==> src/common/scfc_pkg.sv <==
// constants for the card interface flag and configuration block
// assumes one 10 MHz system clock and a plain strobe register port
package scfc_pkg;
   // ----------------------------------------
   // register offsets (word index)
   // ----------------------------------------
   localparam logic [3:0] ADDR_CTL   = 4'h0;
   localparam logic [3:0] ADDR_CLK   = 4'h1;
   localparam logic [3:0] ADDR_MODE  = 4'h2;
   localparam logic [3:0] ADDR_RATE  = 4'h3;
   localparam logic [3:0] ADDR_FLAG  = 4'h4;
   localparam logic [3:0] ADDR_INTEN = 4'h5;
   localparam logic [3:0] ADDR_TXD   = 4'h6;
   localparam logic [3:0] ADDR_RXD   = 4'h7;
   // ----------------------------------------
   // control register bits
   // ----------------------------------------
   localparam int CTL_MODULE_ENABLE  = 0;
   localparam int CTL_SRST   = 1;
   localparam int CTL_CLKOUT = 10;
   // ----------------------------------------
   // clock select control fields
   // ----------------------------------------
   localparam int CLK_SRC_LSB = 0;
   localparam int CLK_DIV_LSB = 4;
   localparam int CLK_RUN_IN_DEBUG   = 8;
   localparam logic [1:0] SRC_INTERNAL  = 2'h0;
   localparam logic [1:0] SRC_LOW_SPEED = 2'h1;
   localparam logic [1:0] SRC_HIGH      = 2'h2;
   localparam logic [1:0] SRC_EXTERNAL  = 2'h3;
   localparam logic [1:0] DIV_NONE      = 2'h0;
   // ----------------------------------------
   // line mode config bits
   // ----------------------------------------
   localparam int MODE_MST    = 0;
   localparam int MODE_IDLE_CLOCK_LEVEL = 1;
   localparam int MODE_DRIVE_TYPE  = 2;
   localparam int MODE_DIR    = 4;
   localparam int MODE_INV    = 5;
   localparam int MODE_PRY    = 6;
   localparam int MODE_PRT    = 7;
   localparam logic [7:0] MODE_MASK = 8'hF7;
   localparam logic [7:0] MODE_RST  = 8'h05;
   // ----------------------------------------
   // rate factor
   // ----------------------------------------
   localparam int          RATE_W   = 11;
   localparam logic [10:0] RATE_RST = 11'h173;
   // ----------------------------------------
   // flag and enable bits, status bits
   // ----------------------------------------
   localparam int FL_RX1  = 0;
   localparam int FL_RX2  = 1;
   localparam int FL_OVR  = 2;
   localparam int FL_PAR  = 3;
   localparam int FL_EDT  = 4;
   localparam int FL_TEND = 5;
   localparam int FL_WTE  = 6;
   localparam int FL_TBE  = 7;
   localparam int ST_RX_BUSY = 8;
   localparam int ST_TX_BUSY = 9;
   localparam logic [7:0] FLAG_RST   = 8'h80;
   localparam logic [7:0] FLAG_W1C   = 8'h7C;
   localparam int         RXP_BIT    = 8;
   localparam logic [1:0] FIFO_EMPTY = 2'h0;
   localparam logic [1:0] FIFO_ONE   = 2'h1;
   localparam logic [1:0] FIFO_FULL  = 2'h2;

   typedef enum logic [1:0] {
      ST_RUN  = 2'b01,
      ST_SRST = 2'b10
   } scfc_state_t;
endpackage

==> src/verilog/scfc_core.sv <==
// flag, enable and configuration logic of the card interface
// assumes shifters and counters on the same clock drive the event inputs;
// the card data line input is asynchronous and is synchronised here
//
// The implementer's own choices: the register addresses and strobed register access.
module scfc_core
   import scfc_pkg::*;
(
   input  wire logic        sys_clk_in,
   input  wire logic        rst_n_in,
   input  wire logic [3:0]  reg_addr_in,
   input  wire logic [15:0] reg_wdata_in,
   input  wire logic        reg_wr_in,
   input  wire logic        reg_rd_in,
   output logic      [15:0] reg_rdata_out,
   input  wire logic        wait_elapsed_in,
   input  wire logic        tx_paused_in,
   input  wire logic        err_signal_in,
   input  wire logic        rx_done_in,
   input  wire logic [7:0]  rx_byte_in,
   input  wire logic        rx_parity_in,
   input  wire logic        tx_load_in,
   input  wire logic        rx_busy_in,
   input  wire logic        tx_busy_in,
   input  wire logic        debug_mode_in,
   input  wire logic        card_clk_in,
   input  wire logic        tx_bit_in,
   input  wire logic        tx_drive_in,
   input  wire logic        data_line_in,
   output logic             irq_out,
   output logic             soft_reset_out,
   output logic [1:0]       clk_src_out,
   output logic [1:0]       clk_div_out,
   output logic             clk_run_out,
   output logic             protocol_t1_out,
   output logic             odd_parity_out,
   output logic             msb_first_out,
   output logic [10:0]      rate_factor_out,
   output logic             etu_tick_out,
   output logic [7:0]       tx_data_out,
   output logic             tx_ready_out,
   output logic             rx_bit_out,
   output logic             data_line_out,
   output logic             data_line_oe_out,
   output logic             card_clock_pin_out,
   output logic             card_clock_pin_oe_out
);
   // ----------------------------------------
   // state
   // ----------------------------------------
   typedef struct packed {
      scfc_state_t       state;
      logic              en;
      logic              clkout;
      logic              run_in_debug;
      logic [1:0]        div;
      logic [1:0]        src;
      logic [7:0]        mode;
      logic [RATE_W-1:0] rate;
      logic [7:0]        flags;
      logic [7:0]        inten;
      logic [7:0]        txbuf;
      logic [8:0]        fifo0;
      logic [8:0]        fifo1;
      logic [1:0]        fcnt;
      logic [15:0]       rdata;
      logic [RATE_W-1:0] etu_cnt;
      logic              etu_tick;
      logic              sync1;
      logic              sync2;
      logic              line_o;
      logic              line_oe;
      logic              cclk_o;
      logic              cclk_oe;
   } scfc_regs_t;

   scfc_regs_t s_q;
   scfc_regs_t s_d;

   // slow sources only run undivided
   function automatic logic [1:0] eff_div(input logic [1:0] src, input logic [1:0] div);
      eff_div = (src == SRC_LOW_SPEED || src == SRC_EXTERNAL) ? DIV_NONE : div;
   endfunction

   function automatic logic wr_at(input logic [3:0] a);
      wr_at = reg_wr_in && (reg_addr_in == a);
   endfunction

   logic wr_ctl;
   logic wr_clk;
   logic wr_mode;
   logic wr_txd;
   logic rd_rxd;
   logic pop;
   logic par_bad;
   logic line_lvl;
   logic [1:0] cnt_after_pop;

   always_comb begin
      wr_ctl        = wr_at(ADDR_CTL);
      wr_clk        = wr_at(ADDR_CLK);
      wr_mode       = wr_at(ADDR_MODE);
      wr_txd        = wr_at(ADDR_TXD);
      rd_rxd        = reg_rd_in && (reg_addr_in == ADDR_RXD);
      pop           = rd_rxd && (s_q.fcnt != FIFO_EMPTY);
      par_bad       = rx_parity_in != ((^rx_byte_in) ^ s_q.mode[MODE_PRY]);
      line_lvl      = tx_bit_in ^ s_q.mode[MODE_INV];
      cnt_after_pop = pop ? s_q.fcnt - 2'h1 : s_q.fcnt;
   end

   // ----------------------------------------
   // next state
   // ----------------------------------------
   always_comb begin
      s_d          = s_q;
      s_d.rdata    = '0;
      s_d.etu_tick = 1'b0;
      s_d.sync1    = data_line_in;
      s_d.sync2    = s_q.sync1;
      // etu spans rate factor plus one operating clocks
      if (!s_q.en) begin
         s_d.etu_cnt = s_q.rate;
      end else if (s_q.etu_cnt == '0) begin
         s_d.etu_cnt  = s_q.rate;
         s_d.etu_tick = 1'b1;
      end else begin
         s_d.etu_cnt = s_q.etu_cnt - 11'h001;
      end
      unique case (s_q.state)
         ST_SRST: begin
            // events in this cycle are lost to the reset
            s_d.flags = FLAG_RST;
            s_d.fcnt  = FIFO_EMPTY;
            s_d.state = ST_RUN;
         end
         ST_RUN: begin
            if (reg_rd_in) begin
               unique case (reg_addr_in)
                  ADDR_CTL: begin
                     s_d.rdata[CTL_MODULE_ENABLE]  = s_q.en;
                     s_d.rdata[CTL_CLKOUT] = s_q.clkout;
                  end
                  ADDR_CLK: begin
                     s_d.rdata[CLK_SRC_LSB +: 2] = s_q.src;
                     s_d.rdata[CLK_DIV_LSB +: 2] = s_q.div;
                     s_d.rdata[CLK_RUN_IN_DEBUG]        = s_q.run_in_debug;
                  end
                  ADDR_MODE:  s_d.rdata[7:0] = s_q.mode;
                  ADDR_RATE:  s_d.rdata[RATE_W-1:0] = s_q.rate;
                  ADDR_FLAG: begin
                     s_d.rdata[7:0]     = s_q.flags;
                     s_d.rdata[ST_RX_BUSY] = rx_busy_in;
                     s_d.rdata[ST_TX_BUSY] = tx_busy_in;
                  end
                  ADDR_INTEN: s_d.rdata[7:0] = s_q.inten;
                  ADDR_TXD:   s_d.rdata[7:0] = s_q.txbuf;
                  ADDR_RXD:   s_d.rdata[8:0] = s_q.fifo0;
                  default:    s_d.rdata = '0;
               endcase
            end
            if (wr_ctl) begin
               s_d.en     = reg_wdata_in[CTL_MODULE_ENABLE];
               s_d.clkout = reg_wdata_in[CTL_CLKOUT];
               if (reg_wdata_in[CTL_SRST]) begin
                  s_d.state = ST_SRST;
               end
            end
            // locked while enabled so the source never switches under a live clock
            if (wr_clk && !s_q.en) begin
               s_d.src   = reg_wdata_in[CLK_SRC_LSB +: 2];
               s_d.div   = reg_wdata_in[CLK_DIV_LSB +: 2];
               s_d.run_in_debug = reg_wdata_in[CLK_RUN_IN_DEBUG];
            end
            // a change mid-character would corrupt it
            if (wr_mode && !rx_busy_in && !tx_busy_in) begin
               s_d.mode = reg_wdata_in[7:0] & MODE_MASK;
            end
            if (wr_at(ADDR_RATE)) begin
               s_d.rate = reg_wdata_in[RATE_W-1:0];
            end
            if (wr_at(ADDR_INTEN)) begin
               s_d.inten = reg_wdata_in[7:0];
            end
            // write-one clears the flags in FLAG_W1C, zeros leave flags alone
            if (wr_at(ADDR_FLAG)) begin
               s_d.flags = s_q.flags & ~(reg_wdata_in[7:0] & FLAG_W1C);
            end
            if (wr_txd && s_q.en) begin
               s_d.txbuf        = reg_wdata_in[7:0];
               s_d.flags[FL_TBE] = 1'b0;
            end
            // receive buffer, two deep
            s_d.fcnt = cnt_after_pop;
            if (pop) begin
               s_d.fifo0 = s_q.fifo1;
            end
            if (rx_done_in) begin
               if (cnt_after_pop == FIFO_FULL) begin
                  s_d.flags[FL_OVR] = 1'b1;
               end else begin
                  if (cnt_after_pop == FIFO_EMPTY) begin
                     s_d.fifo0 = {rx_parity_in, rx_byte_in};
                  end else begin
                     s_d.fifo1 = {rx_parity_in, rx_byte_in};
                  end
                  s_d.fcnt = cnt_after_pop + 2'h1;
               end
            end
            s_d.flags[FL_RX1] = (s_d.fcnt != FIFO_EMPTY);
            s_d.flags[FL_RX2] = (s_d.fcnt == FIFO_FULL);
            // sets come last so they win over a clear in the same cycle
            if (rx_done_in && par_bad) begin
               s_d.flags[FL_PAR] = 1'b1;
            end
            if (err_signal_in) begin
               s_d.flags[FL_EDT] = 1'b1;
            end
            if (tx_paused_in && s_q.flags[FL_TBE]) begin
               s_d.flags[FL_TEND] = 1'b1;
            end
            if (wait_elapsed_in) begin
               s_d.flags[FL_WTE] = 1'b1;
            end
            if (tx_load_in) begin
               s_d.flags[FL_TBE] = 1'b1;
            end
         end
         default: s_d.state = ST_RUN;
      endcase
      // ----------------------------------------
      // pins, one cycle behind the shifter
      // ----------------------------------------
      if (s_q.mode[MODE_DRIVE_TYPE]) begin
         s_d.line_o  = 1'b0;
         s_d.line_oe = tx_drive_in && !line_lvl;
      end else begin
         s_d.line_o  = line_lvl;
         s_d.line_oe = tx_drive_in;
      end
      s_d.cclk_oe = s_q.mode[MODE_MST];
      s_d.cclk_o  = s_q.clkout ? card_clk_in : s_q.mode[MODE_IDLE_CLOCK_LEVEL];
   end

   always_ff @(posedge sys_clk_in or negedge rst_n_in) begin
      if (!rst_n_in) begin
         s_q         <= '0;
         s_q.state   <= ST_RUN;
         s_q.mode    <= MODE_RST;
         s_q.rate    <= RATE_RST;
         s_q.etu_cnt <= RATE_RST;
         s_q.flags   <= FLAG_RST;
      end else begin
         s_q <= s_d;
      end
   end

   // ----------------------------------------
   // outputs
   // ----------------------------------------
   assign irq_out               = |(s_q.flags & s_q.inten);
   assign reg_rdata_out         = s_q.rdata;
   assign soft_reset_out        = (s_q.state == ST_SRST);
   assign clk_src_out           = s_q.src;
   assign clk_div_out           = eff_div(s_q.src, s_q.div);
   assign clk_run_out           = s_q.en && (!debug_mode_in || s_q.run_in_debug);
   assign protocol_t1_out       = s_q.mode[MODE_PRT];
   assign odd_parity_out        = s_q.mode[MODE_PRY];
   assign msb_first_out         = s_q.mode[MODE_DIR];
   assign rate_factor_out       = s_q.rate;
   assign etu_tick_out          = s_q.etu_tick;
   assign tx_data_out           = s_q.txbuf;
   assign tx_ready_out          = !s_q.flags[FL_TBE];
   assign rx_bit_out            = s_q.sync2 ^ s_q.mode[MODE_INV];
   assign data_line_out         = s_q.line_o;
   assign data_line_oe_out      = s_q.line_oe;
   assign card_clock_pin_out    = s_q.cclk_o;
   assign card_clock_pin_oe_out = s_q.cclk_oe;

   logic run_q;
   assign run_q = (s_q.state == ST_RUN);
endmodule

==> config.mk <==
export PLATFORM = sky130hd
export DESIGN_NAME = scfc_core
export DESIGN_NICKNAME = d
export VERILOG_FILES = /design/src/common/scfc_pkg.sv /design/src/verilog/scfc_core.sv
export SDC_FILE = /design/constraint.sdc
export NUM_CORES = 1
export LEC_CHECK = 0
export ABC_AREA = 1
export BUFFER_PORTS_ARGS = -buffer_cell sky130_fd_sc_hd__buf_4
export CORE_MARGIN = 3
export CORE_UTILIZATION = 50
export CTS_BUF_LIST = sky130_fd_sc_hd__clkbuf_4
export CTS_CLUSTER_DIAMETER = 80
export DETAILED_ROUTE_END_ITERATION = 7
export PLACE_DENSITY = 0.72
export SETUP_SLACK_MARGIN = 0.5
export SYNTH_ARGS = -nofsm -noshare
export SYNTH_HDL_FRONTEND = slang
export SYNTH_SLANG_ARGS = --single-unit
==> constraint.sdc <==
create_clock -name sys_clk_in -period 6.27 [get_ports sys_clk_in]
set_input_delay 0.627 -clock sys_clk_in [delete_from_list [all_inputs] [get_ports sys_clk_in]]
set_output_delay 0.627 -clock sys_clk_in [all_outputs]
set_load 0.01 [all_outputs]
Word level (Yosys, flattened, before mapping)

Cells that the tools add are included.

Word-level logic and storage cells: 145
Register bits: 105
Output and inout port bits: 52
Bits of input ports: 45

Equality and inequality tests: 24
Add/sub/neg operators: 3
Reduce and logical (&&, ||, !) cells: 46
Muxes and demuxes: 38
Bitwise operators: 6

Operators by type and width:

| operator                                                              | count |
|---|---|
| 20-bit 2-to-1 mux                                                     | 3 |
| 11-bit 2-to-1 mux                                                     | 4 |
| 9-bit 2-to-1 mux                                                      | 3 |
| 2-bit one-hot mux with 6 select lines                                 | 2 |
| 2-bit AND reduction                                                   | 12 |
| 1-bit logical AND                                                     | 17 |
| 8-bit AND                                                             | 2 |
| 4-bit by 3-bit equality test with 1-bit output, second input constant | 4 |
| 8-bit one-hot mux with 2 select lines                                 | 1 |
| 2-bit one-hot mux with 7 select lines                                 | 1 |
| 11-bit zero test                                                      | 1 |
| 1-bit 2-to-1 mux                                                      | 11 |
| 11-bit by 1-bit subtractor with 11-bit output, second input constant  | 1 |
| 2-bit 2-to-1 mux                                                      | 5 |
| 2-bit inequality test, second input constant                          | 5 |
| 2-bit equality test, second input constant                            | 4 |
| 4-bit by 2-bit equality test with 1-bit output, second input constant | 2 |
| 8-bit 2-to-1 mux                                                      | 1 |
| 7-bit inverter with 8-bit output                                      | 1 |
| 1-bit one-hot mux with 8 select lines                                 | 1 |
| 8-bit OR reduction                                                    | 1 |
| 8-bit XOR reduction                                                   | 1 |
| 1-bit one-hot mux with 7 select lines                                 | 1 |
| 1-bit zero test                                                       | 6 |
| 18 further kinds                                                      | 27 |

Logic depth before layout (Yosys ltp)

Word-level depth: 11
Mapped depth: 15
Depth with buffers taken out: 13

Least setup slack after synthesis

Ideal clock, no wire load.

Kind: input to register
Start: in reg_rd_in
End: reg s_q[45] in the netlist's numbering
Required time: 6.146 ns
Slack: 3.945 ns
Stages on the path: 13
Data arrival time: 2.201 ns
Setup time: 0.124 ns
Path buffers: 3
Path through: inv_1 -> nor2_1 -> nand2_4 -> buf_6 -> nand2_4 -> nand2_4 -> buf_6 -> ha_1 -> nor2_1 -> nand3_4 -> buf_6 -> o211ai_1 -> nand2_1

Word-level cells in the longest chain between the ends: 8
Elaborated cells on any way between the ends: 10
Those cells by class: eq/ne (1); mux (6); reduce/logical (3)

RTL lines:

| item                  | line             | RTL |
|---|---|---|
| from (decl)           | scfc_core.sv:14  | `input wire logic reg_rd_in,` |
| 1-bit logical AND (*) | scfc_core.sv:104 | `rd_rxd = reg_rd_in && (reg_addr_in == ADDR_RXD);` |
| 1-bit logical AND (*) | scfc_core.sv:105 | `pop = rd_rxd && (s_q.fcnt != FIFO_EMPTY);` |
| 2-bit 2-to-1 mux      | scfc_core.sv:108 | `cnt_after_pop = pop ? s_q.fcnt - 2'h1 : s_q.fcnt;` |
| 2-bit zero test       | scfc_core.sv:201 | `if (cnt_after_pop == FIFO_EMPTY) begin` |
| 9-bit 2-to-1 mux      | scfc_core.sv:201 |  |
| 20-bit 2-to-1 mux     | scfc_core.sv:198 | `if (cnt_after_pop == FIFO_FULL) begin` |
| 20-bit 2-to-1 mux (*) | scfc_core.sv:197 | `if (rx_done_in) begin` |
| 20-bit 2-to-1 mux (*) | scfc_core.sv:129 | `unique case (s_q.state)` |
| to (decl)             | scfc_core.sv:77  | `scfc_regs_t s_q;` |

Mark *: on every way between the ends. The rest lies on a longest branch, timed or not. The select of a mux whose other input is x is not followed.
A chain may end at the register's enable or synchronous reset.

Worst setup path after layout

Start: reg s_q[34] in the netlist's numbering
End: reg s_q[50] in the netlist's numbering

Word-level cells in the longest chain between the ends: 8
Elaborated cells on any way between the ends: 11
Those cells by class: add/sub (1); eq/ne (1); mux (6); reduce/logical (3)

RTL lines:

| item                                                                                | line |
|---|---|
| branches (longest 6 deep; another with 2-bit by 1-bit subtractor with 2-bit output) | -- |
| 20-bit 2-to-1 mux (*)                                                               | scfc_core.sv:197 |
| 20-bit 2-to-1 mux (*)                                                               | scfc_core.sv:129 |

Every way passes the cells marked *. The select of a mux whose other input is x is not followed.

==> impl_metrics.yaml <==
run_status:
  status: "finished, final reports clean"
synthesis:
  ys_top_cells_by_count: "nand2_1, dfrtp_1, o21ai_0"
  synth_cell_types: 40
  synth-seq-cells: 100
  netlist_instances: 654
  synth.most_common_cell: "nand2_1"
  yosysTopAreaCell: "dfrtp_1"
  synth_fa_ha_area_share_pct: 1.66
  avgSynthCellArea_um2: 8.05
  synth_edf_count: 0
  seq_area_frac_synth_pct: 47.9
  synthArstFlopShare_pct: 100
  synth_area_um2: 5270
  synth_top_area_share_pct: 39.9
  synthMuxAreaShare_pct: 0.214
  synthFlopType: "dfrtp_1"
  synth_xor_area_share_pct: 1.66
  synthSimpleGateAreaFrac_pct: 21.0
  synth_top_family_by_area: "simple AND/OR/NAND/NOR gates"
  synth_compound_area_share_pct: 14.5
  yosysWarnings: 0
  synth_area_leaders: "dfrtp_1, nand2_1, dfstp_2"
cts:
  cts_hold_buffers: 0
  cts.sinks: 100
  cts_buffers: 9
  root_buffer: "clkbuf_4"
  post_cts_resize_count: 0
  cts_max_level: 3
  path_clk_slew_ns: 0.15
  cts_tree: "done"
  cts_setup_buffers: 0
  clock_path_buffers: 2
  clk_latency_ns: 0.47
floorplanning:
  start_util_pct: 52.7
  rows: 36
  fp.coreArea_um2: 10000
  ioPinCount: 97
  fp.dieArea_um2: 11800
  die_h_um: 109
  die_x_um: 109
timing:
  rsz0062_at_grt: "no"
  tightest_slew_ns: 0.884
  maxSlewViolCount: 0
  tns_ns: 0
  hold_viol: 0
  fmax_mhz: 405
  skew_ns: 0.0224
  setup_viol: 0
  relSlewSlack_pct: 41.0
  fin_crit_sh_pct: 39.3
  fin_crit_ns: 2.47
final_layout:
  insertedDiodeCount: 0
  n_fill_cell: 959
  area_growth_syn_to_layout_pct: 11.7
  multi_input_area_um2: 2070
  layout-drive-gt1-share_pct: 18.6
  nNetsFinal: 757
  seqCellArea_um2: 2520
  finalNonFillerCells: 843
worst_setup_path:
  cp.arrival_ns: 2.82
  critical_path_class: "reg2reg"
  cp_max_fo: 21
  critPathLaunchType: "register"
  worst_ep_required_time_ns: 6.62
  end_kind: "register"
placed_design:
  placed_cells: 827
  port_buffers: 86
  place.gp.congestion: 0.911
  post-dp-hpwl_um: 10300
power_and_ir_drop:
  ir_drop_v: 0.000127
  finalPower_mw: 2.42
  leakagePower_nw: 3.05
  p_per_area_nw_per_um2: 412
routing:
  via_count: 4491
  post-route-drc-count: 0
  routed_wirelength_um: 13500
  via_per_inst: 5.33
  dr.pass1.iters: 5
  first_iter_violations: 388
  wl_per_cell_um: 16.0
  dr_wl_met2_um: 6030
  routed-wl-met3_um: 927
  ant_nets: 0
  top_layer_used: "met4"
  met1_length_um: 6260
global_routing:
  antenna_found_initial: 0
  grt_pass1_wl_um: 22200
  grt_max_degree: 72
  grt_overflow: 0
  grt_pass1_vias: 4274
  gr-usage-all-layers_pct: 24.5
run:
  max-cap-violations: 0
hold_path:
  holdCritPathClass: "in2async"
state kept, by name, indices dropped and copies added (netlist names), 2 cells and up:
register and cells:
clk_src_out 2, s_q 58, s_d 2, reg_rdata_out 11
tx_data_out 8, rate_factor_out 11
final timing paths:
kind                         startpoint       to  slack, ns  depth (start not counted)
setup / recovery                s_q[34]  s_q[50]       3.80                         11
hold / removal                 rst_n_in   s_q[9]       0.06                          1
setup reg to reg                s_q[34]  s_q[50]       3.80                         11
hold reg to reg                  s_d[4]   s_q[4]       0.38                          0
max in group asynchronous      rst_n_in  s_q[36]       4.98                          2
min in group sys_clk_in    data_line_in   s_d[4]       0.26                          1
layout by cell type (no fill, tap or decap), types with 2 or more instances in the layout:
cell	instances
ha_1	7
dfstp_2	16
o22ai_1	12
nand3_1	27
nor2_1	32
clkbuf_4	10
clkinv_1	3
a221oi_1	3
nand2_4	3
dfrtp_1	84
inv_1	82
o211ai_1	14
o21ai_0	84
a211oi_1	2
nand4_1	2
conb_1	5
a21oi_1	12
nand2_1	184
nor3_1	8
inv_6	2
buf_4	88
xnor2_1	4
xor2_1	6
nor2_4	2
nand2_2	2
stage by stage:
step / hold WS (ns) / area [um^2] / util (%) / worst slack [ns]
after global placement: 0.336 / 5740 / 57.4 / 3.68
after CTS: 0.0551 / 5880 / 58.8 / 3.80
final: 0.0615 / 5880 / 58.8 / 3.80
after detailed placement: 0.358 / 5740 / 57.4 / 3.66
after floorplan: 0.331 / 5280 / - / 3.95
after global routing: 0.0746 / 5880 / 58.8 / 3.53
power breakdown:
group          internal (mW)  leakage, nW  switching [mW]
Sequential             0.897         1.23           0.168
Combinational          0.389         1.74           0.620
Clock                  0.127       0.0748           0.222
Total                   1.41         3.05            1.01
layout make-up:
type,instances,area share (%)
Sequential cell,100,42.9
Clock inverter,6,1.09
Timing Repair Buffer,88,11.2
Multi-Input combinational cell,421,35.3
Inverter,85,5.43
Tap cell,133,2.83
Clock buffer,10,1.28
cell families after synthesis:
logic type	count (synthesis)
compound gates	134
xor+xnor	10
fa+ha+maj	7
buf+inv	137
flops	100
mux	1
other cells	1
simple gates	264
per-layer routing:
metal	up-vias	GRT usage, %
met4	0	8.30
li1	2171	-
met1	2126	36.6
met5	-	0
met2	174	36.8
met3	20	3.49
worst max-delay path, stage by stage (launching register included):
cell and delay [ns]:
dfrtp_1 0.39, inv_1 0.09, ha_1 0.20, nor2_1 0.22, nand2_4 0.20, o21ai_4 0.23
inv_1 0.08, ha_1 0.21, nor2_1 0.19, nand3_4 0.22, o211ai_1 0.24, nand2_1 0.08
Power figures use the tool's default switching activity.
